## config.mk

```make
export PLATFORM = sky130hd
export DESIGN_NAME = compare_skip_instructions
export DESIGN_NICKNAME = d
export VERILOG_FILES = /design/src/rtl/compare_skip_pkg.sv /design/src/rtl/skip_opcode_decoder.sv /design/src/rtl/skip_address_former.sv /design/src/rtl/compare_skip_instructions.sv
export VERILOG_INCLUDE_DIRS = /design/src /design/src/rtl
export SDC_FILE = /design/constraint.sdc
export NUM_CORES = 1
export LEC_CHECK = 0
export ABC_CLOCK_PERIOD_IN_PS = 2800
export BUFFER_PORTS_ARGS = -buffer_cell sky130_fd_sc_hd__buf_2
export CAP_MARGIN = 25
export CELL_PAD_IN_SITES_DETAIL_PLACEMENT = 0
export CELL_PAD_IN_SITES_GLOBAL_PLACEMENT = 1
export CORE_MARGIN = 4
export CORE_UTILIZATION = 35
export CTS_CLUSTER_DIAMETER = 50
export CTS_CLUSTER_SIZE = 40
export DETAILED_ROUTE_END_ITERATION = 10
export GPL_ROUTABILITY_DRIVEN = 0
export PLACE_DENSITY = 0.87
export SLEW_MARGIN = 10
export SYNTH_ARGS = -nofsm -noshare
export SYNTH_HDL_FRONTEND = slang
export SYNTH_SLANG_ARGS = --single-unit
```

## constraint.sdc

```tcl
create_clock -name clk_sys_in -period 2.8 [get_ports clk_sys_in]
set_input_delay 0.42 -clock clk_sys_in [delete_from_list [all_inputs] [get_ports clk_sys_in]]
set_output_delay 0.42 -clock clk_sys_in [all_outputs]
set_load 0.01 [all_outputs]
```

## src/rtl/compare_skip_params.svh

```systemverilog
// constants for the compare-and-skip decode and execute block
`ifndef COMPARE_SKIP_PARAMS_SVH
`define COMPARE_SKIP_PARAMS_SVH
`define OPC_HI 15
`define OPC_LO 9
`define OPC_GREATER 7'h32
`define OPC_LESS 7'h30
`define BANK_BIT 8
`define FILE_HI 7
`define FILE_LO 0
`define INDEXED_LIMIT 8'h5F
`define ACCESS_SPLIT 8'h80
`define ACCESS_HIGH_BANK 4'hF
`define BANK_ZERO 4'h0
`define NOP_WORD 16'hF000
`define ZERO_BYTE 8'h00
`define ZERO_ADDR 12'h000
`define ZERO_CYCLES 2'h0
`define ONE_CYCLE 2'h1
`define TWO_CYCLES 2'h2
`define PHASE_RESET 4'h1
`endif

```

## src/rtl/compare_skip_pkg.sv

```systemverilog
// types shared by the compare-and-skip block
package compare_skip_pkg;
	typedef enum logic [3:0] {
		PH_Q1 = 4'b0001,
		PH_Q2 = 4'b0010,
		PH_Q3 = 4'b0100,
		PH_Q4 = 4'b1000
	} phase_t;
	typedef enum logic [2:0] {
		ST_EXEC = 3'b001,
		ST_FLUSH = 3'b010,
		ST_FLUSH2 = 3'b100
	} seq_t;
endpackage

```

## src/rtl/skip_opcode_decoder.sv

```systemverilog
// combinational decode of the two compare-and-skip words
`include "compare_skip_params.svh"
module skip_opcode_decoder (
	input wire logic [15:0] word_in,
	output logic is_greater_out,
	output logic is_less_out,
	output logic bank_bit_out,
	output logic [7:0] file_addr_out
);
	always_comb begin
		is_greater_out = (word_in[`OPC_HI:`OPC_LO] == `OPC_GREATER);
		is_less_out = (word_in[`OPC_HI:`OPC_LO] == `OPC_LESS);
		bank_bit_out = word_in[`BANK_BIT];
		file_addr_out = word_in[`FILE_HI:`FILE_LO];
	end
endmodule

```

## src/rtl/skip_address_former.sv

```systemverilog
// forms the 12-bit data address from file address, bank bit and bank select
`include "compare_skip_params.svh"
module skip_address_former (
	input wire logic [7:0] file_addr_in,
	input wire logic bank_bit_in,
	input wire logic [3:0] bank_select_reg_in,
	input wire logic extended_mode_in,
	input wire logic [11:0] index_base_in,
	output logic [11:0] data_addr_out,
	output logic indexed_out
);
	logic [11:0] offset_ext;
	always_comb begin
		offset_ext = {4'h0, file_addr_in};
		indexed_out = 1'b0;
		if (bank_bit_in) begin
			data_addr_out = {bank_select_reg_in, file_addr_in};
		end else if (extended_mode_in && file_addr_in <= `INDEXED_LIMIT) begin
			indexed_out = 1'b1;
			data_addr_out = 12'(index_base_in + offset_ext);
		end else if (file_addr_in < `ACCESS_SPLIT) begin
			data_addr_out = {`BANK_ZERO, file_addr_in};
		end else begin
			data_addr_out = {`ACCESS_HIGH_BANK, file_addr_in};
		end
	end
endmodule

```

## src/rtl/compare_skip_instructions.sv

```systemverilog
// decode and execute of the greater and less compare-and-skip instructions
`include "compare_skip_params.svh"
module compare_skip_instructions (
	input wire logic clk_sys_in,
	input wire logic reset_in,
	input wire logic [15:0] instr_word_in,
	input wire logic next_two_word_in,
	input wire logic [7:0] working_register_in,
	input wire logic [3:0] bank_select_reg_in,
	input wire logic extended_mode_in,
	input wire logic [11:0] index_base_in,
	input wire logic [7:0] data_rd_in,
	output logic [3:0] phase_out,
	output logic busy_out,
	output logic data_rd_en_out,
	output logic [11:0] data_addr_out,
	output logic indexed_out,
	output logic skip_out,
	output logic discard_out,
	output logic [15:0] exec_word_out,
	output logic [1:0] flush_left_out,
	output logic instr_done_out
);
	compare_skip_pkg::phase_t phase_q;
	compare_skip_pkg::seq_t seq_q;
	logic is_greater;
	logic is_less;
	logic bank_bit;
	logic [7:0] file_addr;
	logic [11:0] addr_formed;
	logic indexed_formed;
	logic greater_q;
	logic less_q;
	logic two_word_q;
	logic cmp_skip;
	// next values of the sequencer and of the registered outputs
	compare_skip_pkg::seq_t seq_d;
	logic [1:0] flush_left_d;
	logic take_word;
	logic start_compare;
	logic skip_d;
	logic done_d;
	logic discard_d;
	logic busy_d;

	skip_opcode_decoder u_dec (
		.word_in(instr_word_in),
		.is_greater_out(is_greater),
		.is_less_out(is_less),
		.bank_bit_out(bank_bit),
		.file_addr_out(file_addr)
	);

	skip_address_former u_addr (
		.file_addr_in(file_addr),
		.bank_bit_in(bank_bit),
		.bank_select_reg_in(bank_select_reg_in),
		.extended_mode_in(extended_mode_in),
		.index_base_in(index_base_in),
		.data_addr_out(addr_formed),
		.indexed_out(indexed_formed)
	);

	// unsigned compare of the byte just read against the working register
	always_comb begin
		cmp_skip = 1'b0;
		if (greater_q && (data_rd_in > working_register_in)) begin
			cmp_skip = 1'b1;
		end
		if (less_q && (data_rd_in < working_register_in)) begin
			cmp_skip = 1'b1;
		end
	end

	// four-phase instruction clock
	always_ff @(posedge clk_sys_in) begin
		if (reset_in) begin
			phase_q <= compare_skip_pkg::PH_Q1;
		end else begin
			case (phase_q)
				compare_skip_pkg::PH_Q1: phase_q <= compare_skip_pkg::PH_Q2;
				compare_skip_pkg::PH_Q2: phase_q <= compare_skip_pkg::PH_Q3;
				compare_skip_pkg::PH_Q3: phase_q <= compare_skip_pkg::PH_Q4;
				compare_skip_pkg::PH_Q4: phase_q <= compare_skip_pkg::PH_Q1;
				default: phase_q <= compare_skip_pkg::PH_Q1;
			endcase
		end
	end

	always_ff @(posedge clk_sys_in) begin
		if (reset_in) begin
			phase_out <= `PHASE_RESET;
		end else begin
			case (phase_q)
				compare_skip_pkg::PH_Q1: phase_out <= compare_skip_pkg::PH_Q2;
				compare_skip_pkg::PH_Q2: phase_out <= compare_skip_pkg::PH_Q3;
				compare_skip_pkg::PH_Q3: phase_out <= compare_skip_pkg::PH_Q4;
				default: phase_out <= compare_skip_pkg::PH_Q1;
			endcase
		end
	end

	// sequencer next state: a skip arms the flush count in Q3, flushing starts after Q4
	always_comb begin
		seq_d = seq_q;
		flush_left_d = flush_left_out;
		case (seq_q)
			compare_skip_pkg::ST_EXEC: begin
				if (phase_q == compare_skip_pkg::PH_Q3 && cmp_skip) begin
					flush_left_d = two_word_q ? `TWO_CYCLES : `ONE_CYCLE;
				end
				if (phase_q == compare_skip_pkg::PH_Q4 && flush_left_out != `ZERO_CYCLES) begin
					seq_d = compare_skip_pkg::ST_FLUSH;
				end
			end
			compare_skip_pkg::ST_FLUSH: begin
				if (phase_q == compare_skip_pkg::PH_Q4) begin
					if (flush_left_out == `TWO_CYCLES) begin
						seq_d = compare_skip_pkg::ST_FLUSH2;
					end else begin
						seq_d = compare_skip_pkg::ST_EXEC;
					end
					flush_left_d = flush_left_out - `ONE_CYCLE;
				end
			end
			compare_skip_pkg::ST_FLUSH2: begin
				if (phase_q == compare_skip_pkg::PH_Q4) begin
					seq_d = compare_skip_pkg::ST_EXEC;
					flush_left_d = `ZERO_CYCLES;
				end
			end
			default: begin
				seq_d = compare_skip_pkg::ST_EXEC;
				flush_left_d = `ZERO_CYCLES;
			end
		endcase
	end

	// compare side: strobes of the execute cycle, one clock ahead of the outputs
	always_comb begin
		take_word = (phase_q == compare_skip_pkg::PH_Q1) &&
			(seq_q == compare_skip_pkg::ST_EXEC);
		start_compare = take_word && (is_greater || is_less);
		skip_d = (phase_q == compare_skip_pkg::PH_Q3) &&
			(seq_q == compare_skip_pkg::ST_EXEC) && cmp_skip;
		done_d = (phase_q == compare_skip_pkg::PH_Q3) &&
			(seq_q == compare_skip_pkg::ST_EXEC) && (greater_q || less_q);
	end

	// flush side: taken from the next state so the level ends with the last flush phase
	always_comb begin
		discard_d = (seq_d != compare_skip_pkg::ST_EXEC);
		busy_d = discard_d || start_compare ||
			((greater_q || less_q) && (phase_q != compare_skip_pkg::PH_Q4));
	end

	// execute / flush sequencer state
	always_ff @(posedge clk_sys_in) begin
		if (reset_in) begin
			seq_q <= compare_skip_pkg::ST_EXEC;
		end else begin
			seq_q <= seq_d;
		end
	end

	// no-operation cycles still to run after a skip
	always_ff @(posedge clk_sys_in) begin
		if (reset_in) begin
			flush_left_out <= `ZERO_CYCLES;
		end else begin
			flush_left_out <= flush_left_d;
		end
	end

	// skip pulse in Q4 of the compare cycle
	always_ff @(posedge clk_sys_in) begin
		if (reset_in) begin
			skip_out <= 1'b0;
		end else begin
			skip_out <= skip_d;
		end
	end

	// discard level for every phase of a flush cycle
	always_ff @(posedge clk_sys_in) begin
		if (reset_in) begin
			discard_out <= 1'b0;
		end else begin
			discard_out <= discard_d;
		end
	end

	// discarded word replaced by a no-operation
	always_ff @(posedge clk_sys_in) begin
		if (reset_in) begin
			exec_word_out <= `NOP_WORD;
		end else if (discard_d) begin
			exec_word_out <= `NOP_WORD;
		end else begin
			exec_word_out <= instr_word_in;
		end
	end

	// busy through Q2 to Q4 of a compare and through every flush cycle
	always_ff @(posedge clk_sys_in) begin
		if (reset_in) begin
			busy_out <= 1'b0;
		end else begin
			busy_out <= busy_d;
		end
	end

	// done pulse in Q4 of a compare cycle
	always_ff @(posedge clk_sys_in) begin
		if (reset_in) begin
			instr_done_out <= 1'b0;
		end else begin
			instr_done_out <= done_d;
		end
	end

	// data read strobe during Q2 only; nothing is ever written back
	always_ff @(posedge clk_sys_in) begin
		if (reset_in) begin
			data_rd_en_out <= 1'b0;
		end else begin
			data_rd_en_out <= start_compare;
		end
	end

	// Q1 latches the decode; held for the rest of the instruction cycle
	always_ff @(posedge clk_sys_in) begin
		if (reset_in) begin
			greater_q <= 1'b0;
		end else if (take_word) begin
			greater_q <= is_greater;
		end else if (phase_q == compare_skip_pkg::PH_Q4) begin
			greater_q <= 1'b0;
		end
	end

	always_ff @(posedge clk_sys_in) begin
		if (reset_in) begin
			less_q <= 1'b0;
		end else if (take_word) begin
			less_q <= is_less;
		end else if (phase_q == compare_skip_pkg::PH_Q4) begin
			less_q <= 1'b0;
		end
	end

	// length of the word after the compare, known at decode
	always_ff @(posedge clk_sys_in) begin
		if (reset_in) begin
			two_word_q <= 1'b0;
		end else if (take_word) begin
			two_word_q <= next_two_word_in;
		end
	end

	// data address stands from Q2 until the next word is taken
	always_ff @(posedge clk_sys_in) begin
		if (reset_in) begin
			data_addr_out <= `ZERO_ADDR;
		end else if (take_word) begin
			data_addr_out <= addr_formed;
		end
	end

	always_ff @(posedge clk_sys_in) begin
		if (reset_in) begin
			indexed_out <= 1'b0;
		end else if (take_word) begin
			indexed_out <= indexed_formed;
		end
	end
endmodule

```

==> out/metrics.yaml, run 1 <==
worst_hold_path:
  worstHoldStart: "instr_word_in[13]"
  hold_end: "exec_word_out[13]"
  holdCritPathClass: "primary input to flop"
  whs_path_depth: 2
logic_synthesis:
  ys_top_cells_by_area: "dfxtp_1 (38%), ha_1 (9.3%), nor2_1 (5.0%), a21oi_1 (4.6%), and2_1 (3.4%)"
  syn_area_mm2: 0.00241
  synth_cell_types: 47
  ys_warn_count: 0
  yosys_most_used_dff: "dfxtp_1"
  synth_edf_count: 0
  synth_top_area_cell: "dfxtp_1"
  syn_nets: 354
  async_reset_ff_share_pct: 0
  ys_ff_latch: 46
  syn_inst: 283
  yosysTopAreaCellShare_pct: 38.2
  syn_area_per_cell_um2: 8.53
  seq_area_frac_synth_pct: 38.2
grt:
  grt_usage_pct: 14.9
  antenna_found_initial: 0
  grt_pass1_vias: 2248
  grt_pass1_wl_um: 10200
  grt_overflow: 0
  grt_max_degree: 29
sta:
  period_share_pct: 83.0
  grt_setup_unrepaired: "false"
  final-hold-violation-count: 0
  worst_pin_slew_ns: 0.887
  fmax_mhz: 430
  fin_skew_ns: 0.00510
  worst_slack_ns: 0.475
  finalSetupTns_ns: 0
  slew-limit-headroom_pct: 40.5
  maxSlewViolCount: 0
  period_minus_slack_ns: 2.32
  setup_violations: 0
floorplan:
  initial_core_util_pct: 35.7
  rows: 30
  dieArea_mm2: 0.00829
  ioPinCount: 92
  dieHeight_um: 91.0
  core_mm2: 0.00676
  die_w_um: 91.0
route:
  route.detailed.drc: 0
  vias_per_cell: 5.03
  num_vias: 2282
  routedWlPerCell_um: 13.3
  detail_route.iter0.violations: 80
  drt-total-wl_um: 6040
  first_pass_iters: 4
  ant_nets: 0
cells_and_area:
  layout-drive-gt1-share_pct: 29.1
  num_antenna_cells: 0
  syn_to_final_growth_pct: 26.6
  fill_cells: 701
  mostFrequentLayoutCell: "buf_2"
  nNetsFinal: 444
  mostFrequentLayoutCells: "buf_2 (91), dfxtp_1 (46), nor2_1 (32), a21oi_1 (22), nand2_1 (20)"
critical_path:
  cp_max_fo: 16
  ff2ff_path_depth: 5
  start_kind: "flop"
  crit_slowest_cell: "nor3_2"
  cp_cell_sequence: "or4b_1 > o21ai_0 > a21oi_1 > nor3_2 > and2_1"
  cp.arrival_ns: 2.57
  end_kind: "flop"
  critPathKind: "flop to flop"
  reg2reg_slack_ns: 0.48
  reg2reg_from: "phase_out[2]"
  slowest_delay_ns: 0.69
  cp_data_required_time_ns: 3.05
  cpLargestDelayFamily: "simple AND/OR/NAND/NOR gates"
  crit_cells: 5
  cp_num_buf_inv: 0
  reg2reg_to: "exec_word_out[4]"
placed_design:
  dp_slack_ns: 0.229
  dpl.hpwl_um: 4680
  port_buffers: 91
run_status:
  status: "finished, final reports clean"
clock_network:
  cts_max_level: 2
  post_cts_resized: 0
  cts_setup_buffers: 0
  cts_max_path_buffers: 2
  root_buffer: "clkbuf_8"
  clk_latency_ns: 0.29
  clk_pin_slew_worst_paths_ns: 0.09
  cts_tree: "built"
  cts-buffers-inserted: 5
  cts_sinks: 46
  postCtsHoldBufs: 0
pwr:
  vdd_drop_max_v: 0.000228
  p_leak_nw: 1.44
  power_density_mw_per_mm2: 553
  p_total_mw: 1.69
flow_run:
  drv_cap: 0
[state kept, by name, summed over array words and instances (netlist names)]
signal,cells
less_q,1
data_addr_out,12
discard_out,1
busy_out,1
greater_q,1
data_rd_en_out,1
skip_out,1
flush_left_out,2
phase_out,4
seq_q,3
exec_word_out,16
instr_done_out,1
two_word_q,1
indexed_out,1
[how the worst max path moves through the flow]
stage	startpoint	to	slack [ns]
2_1_floorplan	instr_word_in[0]	data_addr_out[10]	0.60
3_3_place_gp	instr_word_in[0]	data_addr_out[10]	0.34
3_5_place_dp	instr_word_in[0]	data_addr_out[10]	0.23
4_1_cts	phase_out[2]	exec_word_out[4]	0.45
5_1_grt	phase_out[2]	exec_word_out[7]	0.25
6_report	phase_out[2]	exec_word_out[4]	0.48
[power by group]
part,internal [mW],leakage (nW),total (mW),switching [mW]
clock network,0.268,0.0585,0.501,0.233
registers,0.715,0.379,0.747,0.0321
logic,0.194,1.01,0.442,0.248
total,1.18,1.44,1.69,0.514
[routing by layer]
metal	up-vias	part of all wire [%]	global-route usage, %
met1	1037	44	17.4
li1	1171	-	-
met2	68	49	26.5
met3	6	5.7	3.56
met4	0	1.2	5.03
met5	-	0	0
[through the flow]
step | util, % | instance area [µm²] | instances | hold slack (ns)
final | 45.2 | 3060 | 454 | 0.313
after global routing | 45.2 | 3060 | 454 | 0.309
after CTS | 45.2 | 3060 | 454 | 0.300
after detailed placement | 43.6 | 2940 | 446 | 0.445
after global placement | 43.6 | 2940 | 446 | 0.450
after floorplan | - | 2410 | 283 | 0.450
[cells in the mapped netlist (2+ instances only)]
cell type / number
nor4_1: 2
o32ai_1: 5
mux2i_1: 6
a211oi_1: 9
nand2b_1: 9
nand3_1: 6
a21o_1: 2
nor2b_1: 10
nand4_1: 3
clkbuf_1: 9
nand2_1: 20
inv_1: 14
a31oi_1: 4
a21oi_1: 22
o21ai_0: 9
nor2_1: 32
o31a_1: 2
o31ai_1: 2
ha_1: 18
and2_1: 13
xor2_1: 3
or3_1: 2
nor3_1: 7
dfxtp_1: 46
xnor2_1: 6
[cells by family after synthesis]
family,share of synthesized area [%]
mux,2.95
fa+ha+maj,10.2
xor+xnor,3.27
simple gates,25.0
flops,38.2
compound gates,16.3
buf+inv,4.20
[cell type report]
| class | instances | area (µm²) | area share (%) |
|---|---|---|---|
| clock inverters | 3 | 43.8 | 1.43 |
| well taps | 80 | 100 | 3.28 |
| inverters | 14 | 52.6 | 1.72 |
| clock buffers | 5 | 68.8 | 2.25 |
| multi-input cells | 212 | 1390 | 45.5 |
| repair buffers | 94 | 478 | 15.6 |
| flip-flops and latches | 46 | 921 | 30.1 |
[worst register-to-register path, cell delays in order (launching register included)]
cell,delay (ns)
dfxtp_1,0.36
or4b_1,0.67
o21ai_0,0.22
a21oi_1,0.12
nor3_2,0.69
and2_1,0.23
Power figures use the tool's default switching activity.
==> run 2, diff against run 1 <==
Settings changed: ABC_CLOCK_PERIOD_IN_PS 2800 to 1900, CORE_UTILIZATION 35 to 32, PLACE_DENSITY 0.87 to 0.84.
Clock period 2.8 ns to 1.9 ns, I/O delays scaled along.
==> run 2 against run 1 <==
  * The run now ends with setup timing left
  * Count of clock-buffer cells in the layout rose by 1
  * Register-to-register slack got worse by 0.59 ns
  * Critical path type unchanged
  * Combinational power rose by 83%
  * Via count up 5.0%
  * Maximum frequency is 15% higher
  * Highest routed layer unchanged
  * Largest cell class unchanged
  * Final cell count grew 11%
  * Worst hold slack got worse by 0.13 ns
  * Critical path depth rose by 1
==> out/metrics.yaml, run 2 (synthesized netlist as in run 1, its figures left out) <==
run_status:
  status: "finished, violations left"  # was finished, final reports clean
  failed_checks: "setup timing"
route:
  first_pass_iters: 4  # unchanged
  detail_route.iter0.violations: 68  # was 80
  num_vias: 2397  # was 2282
  routedWlPerCell_um: 12.8  # was 13.3 µm
  drt-total-wl_um: 6440  # was 6040 µm
  ant_nets: 0  # unchanged
  route.detailed.drc: 0  # unchanged
  vias_per_cell: 4.76  # was 5.03
floorplan:
  dieArea_mm2: 0.00900  # was 0.00829 mm²
  initial_core_util_pct: 33.1  # was 35.7%
  dieHeight_um: 94.8  # was 91.0 µm
  rows: 31  # was 30
  core_mm2: 0.00729  # was 0.00676 mm²
  ioPinCount: 92  # unchanged
  die_w_um: 94.8  # was 91.0 µm
cells_and_area:
  ff_latch_area_um2: 926  # was 921 µm²
  mostFrequentLayoutCell: "buf_2"  # unchanged
  regMostFlops: "exec_word_out"  # unchanged
  mostFrequentLayoutCells: "buf_2 (91), dfxtp_1 (42), buf_4 (31), nor2_1 (27), nand2_1 (19)"  # was buf_2 (91), dfxtp_1 (46), nor2_1 (32), a21oi_1 (22), nand2_1 (20)
  stdcell_area_mm2: 0.00343  # was 0.00306 mm²
  fill_cells: 770  # was 701
  multi_input_area_mm2: 0.00151  # was 0.00139 mm²
  syn_to_final_growth_pct: 42.2  # was 26.6%
  reg_top3: "exec_word_out x16, data_addr_out x12, phase_out x4"  # unchanged
  largest_reg_flops: 16  # unchanged
  layout-drive-gt1-share_pct: 40.2  # was 29.1%
  stdcell_count: 504  # was 454
  num_antenna_cells: 0  # unchanged
  nNetsFinal: 475  # was 444
sta:
  fmax_mhz: 495  # was 430 MHz
  grt_setup_unrepaired: "true"  # was false
  period_share_pct: 106  # was 83.0%
  maxSlewViolCount: 0  # unchanged
  slew-limit-headroom_pct: 63.6  # was 40.5%
  finalSetupTns_ns: -0.998  # was 0 ns
  worst_pin_slew_ns: 0.546  # was 0.887 ns
  setup_violations: 22  # was 0
  final-hold-violation-count: 0  # unchanged
  period_minus_slack_ns: 2.02  # was 2.32 ns
  hold_slack_ns: 0.187  # was 0.313 ns
  worst_slack_ns: -0.118  # was 0.475 ns
  fin_skew_ns: 0.00585  # was 0.00510 ns
grt:
  grt_pass1_vias: 2421  # was 2248
  antenna_found_initial: 0  # unchanged
  grt_pass1_wl_um: 10500  # was 10200 µm
  grt_usage_pct: 14.5  # was 14.9%
  grt_overflow: 0  # unchanged
  grt_max_degree: 29  # unchanged
clock_network:
  cts_tree: "built"  # unchanged
  clk_latency_ns: 0.29  # about the same
  cts_sinks: 46  # unchanged
  cts-buffers-inserted: 5  # unchanged
  cts_max_level: 2  # unchanged
  root_buffer: "clkbuf_8"  # unchanged
  cts_max_path_buffers: 2  # unchanged
  clk_pin_slew_worst_paths_ns: 0.09  # about the same
  postCtsHoldBufs: 0  # unchanged
critical_path:
  cp_data_required_time_ns: 2.13  # was 3.05 ns
  end_kind: "flop"  # unchanged
  critPathKind: "flop to flop"  # unchanged
  cp.arrival_ns: 2.25  # was 2.57 ns
  cp_max_fo: 4  # was 16
  start_kind: "flop"  # unchanged
placed_design:
  placed_cells: 494  # was 446
  port_buffers: 91  # unchanged
  place_area_mm2: 0.00323  # was 0.00294 mm²
  dpl.hpwl_um: 4980  # was 4680 µm
worst_hold_path:
  holdCritPathClass: "primary input to flop"  # unchanged
pwr:
  p_total_mw: 2.50  # was 1.69 mW
  power_density_mw_per_mm2: 729  # was 553 mW/mm²
  p_leak_nw: 1.61  # was 1.44 nW
  vdd_drop_max_v: 0.000327  # was 0.000228 V
flow_run:
  drv_cap: 0  # unchanged
-- run 2: power by group --
group | switching [mW] | total (mW) | internal (mW)
registers | 0.0480 | 1.10 | 1.06
logic | 0.413 | 0.809 | 0.396
clock network | 0.331 | 0.591 | 0.260
-- run 2: path summary, 6_finish.rpt --
path / from / endpoint / slack (ns) / cells past startpoint
min reg2reg: data_addr_out[2] / data_addr_out[2] / 0.48 / 2
min: instr_word_in[13] / exec_word_out[13] / 0.19 / 2
max: phase_out[3] / less_q / -0.12 / 6
max reg2reg: phase_out[3] / less_q / -0.12 / 6
-- run 2: metal layers --
| layer | global-route usage, % | up-vias | wire [µm] |
|---|---|---|---|
| met4 | 4.81 | 0 | 63 |
| met3 | 3.59 | 4 | 391 |
| li1 | - | 1230 | - |
| met1 | 16.5 | 1094 | 2930 |
| met2 | 26.4 | 69 | 3050 |
| met5 | 0 | - | 0 |
-- run 2: worst max-delay path, stage by stage (launching register included) --
cell and delay (ns):
dfxtp_2 0.32, or4b_4 0.53, or3_4 0.35, or4_4 0.52
nor2_2 0.10, a31oi_1 0.04, nor2_1 0.09
-- run 2: layout make-up --
class                           instances  area share, %
Clock buffer                            6           2.11
Clock inverter                          2          0.401
Inverter                               14           1.53
Multi-Input combinational cell        212           43.8
Sequential cell                        46           27.0
Tap cell                               99           3.61
Timing Repair Buffer                  125           21.5
-- run 2: timing repair --
item	4_1_cts	5_1_grt
setup buffers	0	2
endpoints found under the setup margin	24	29
resized for setup	10	14
pin swaps	1	2
-- run 2: stage by stage --
step | utilization [%] | worst slack [ns]
floorplan | - | -0.202
global placement | 44.3 | -0.178
detailed placement | 44.3 | -0.235
CTS | 46.1 | -0.127
global route | 47.1 | -0.188
finish | 47.1 | -0.118
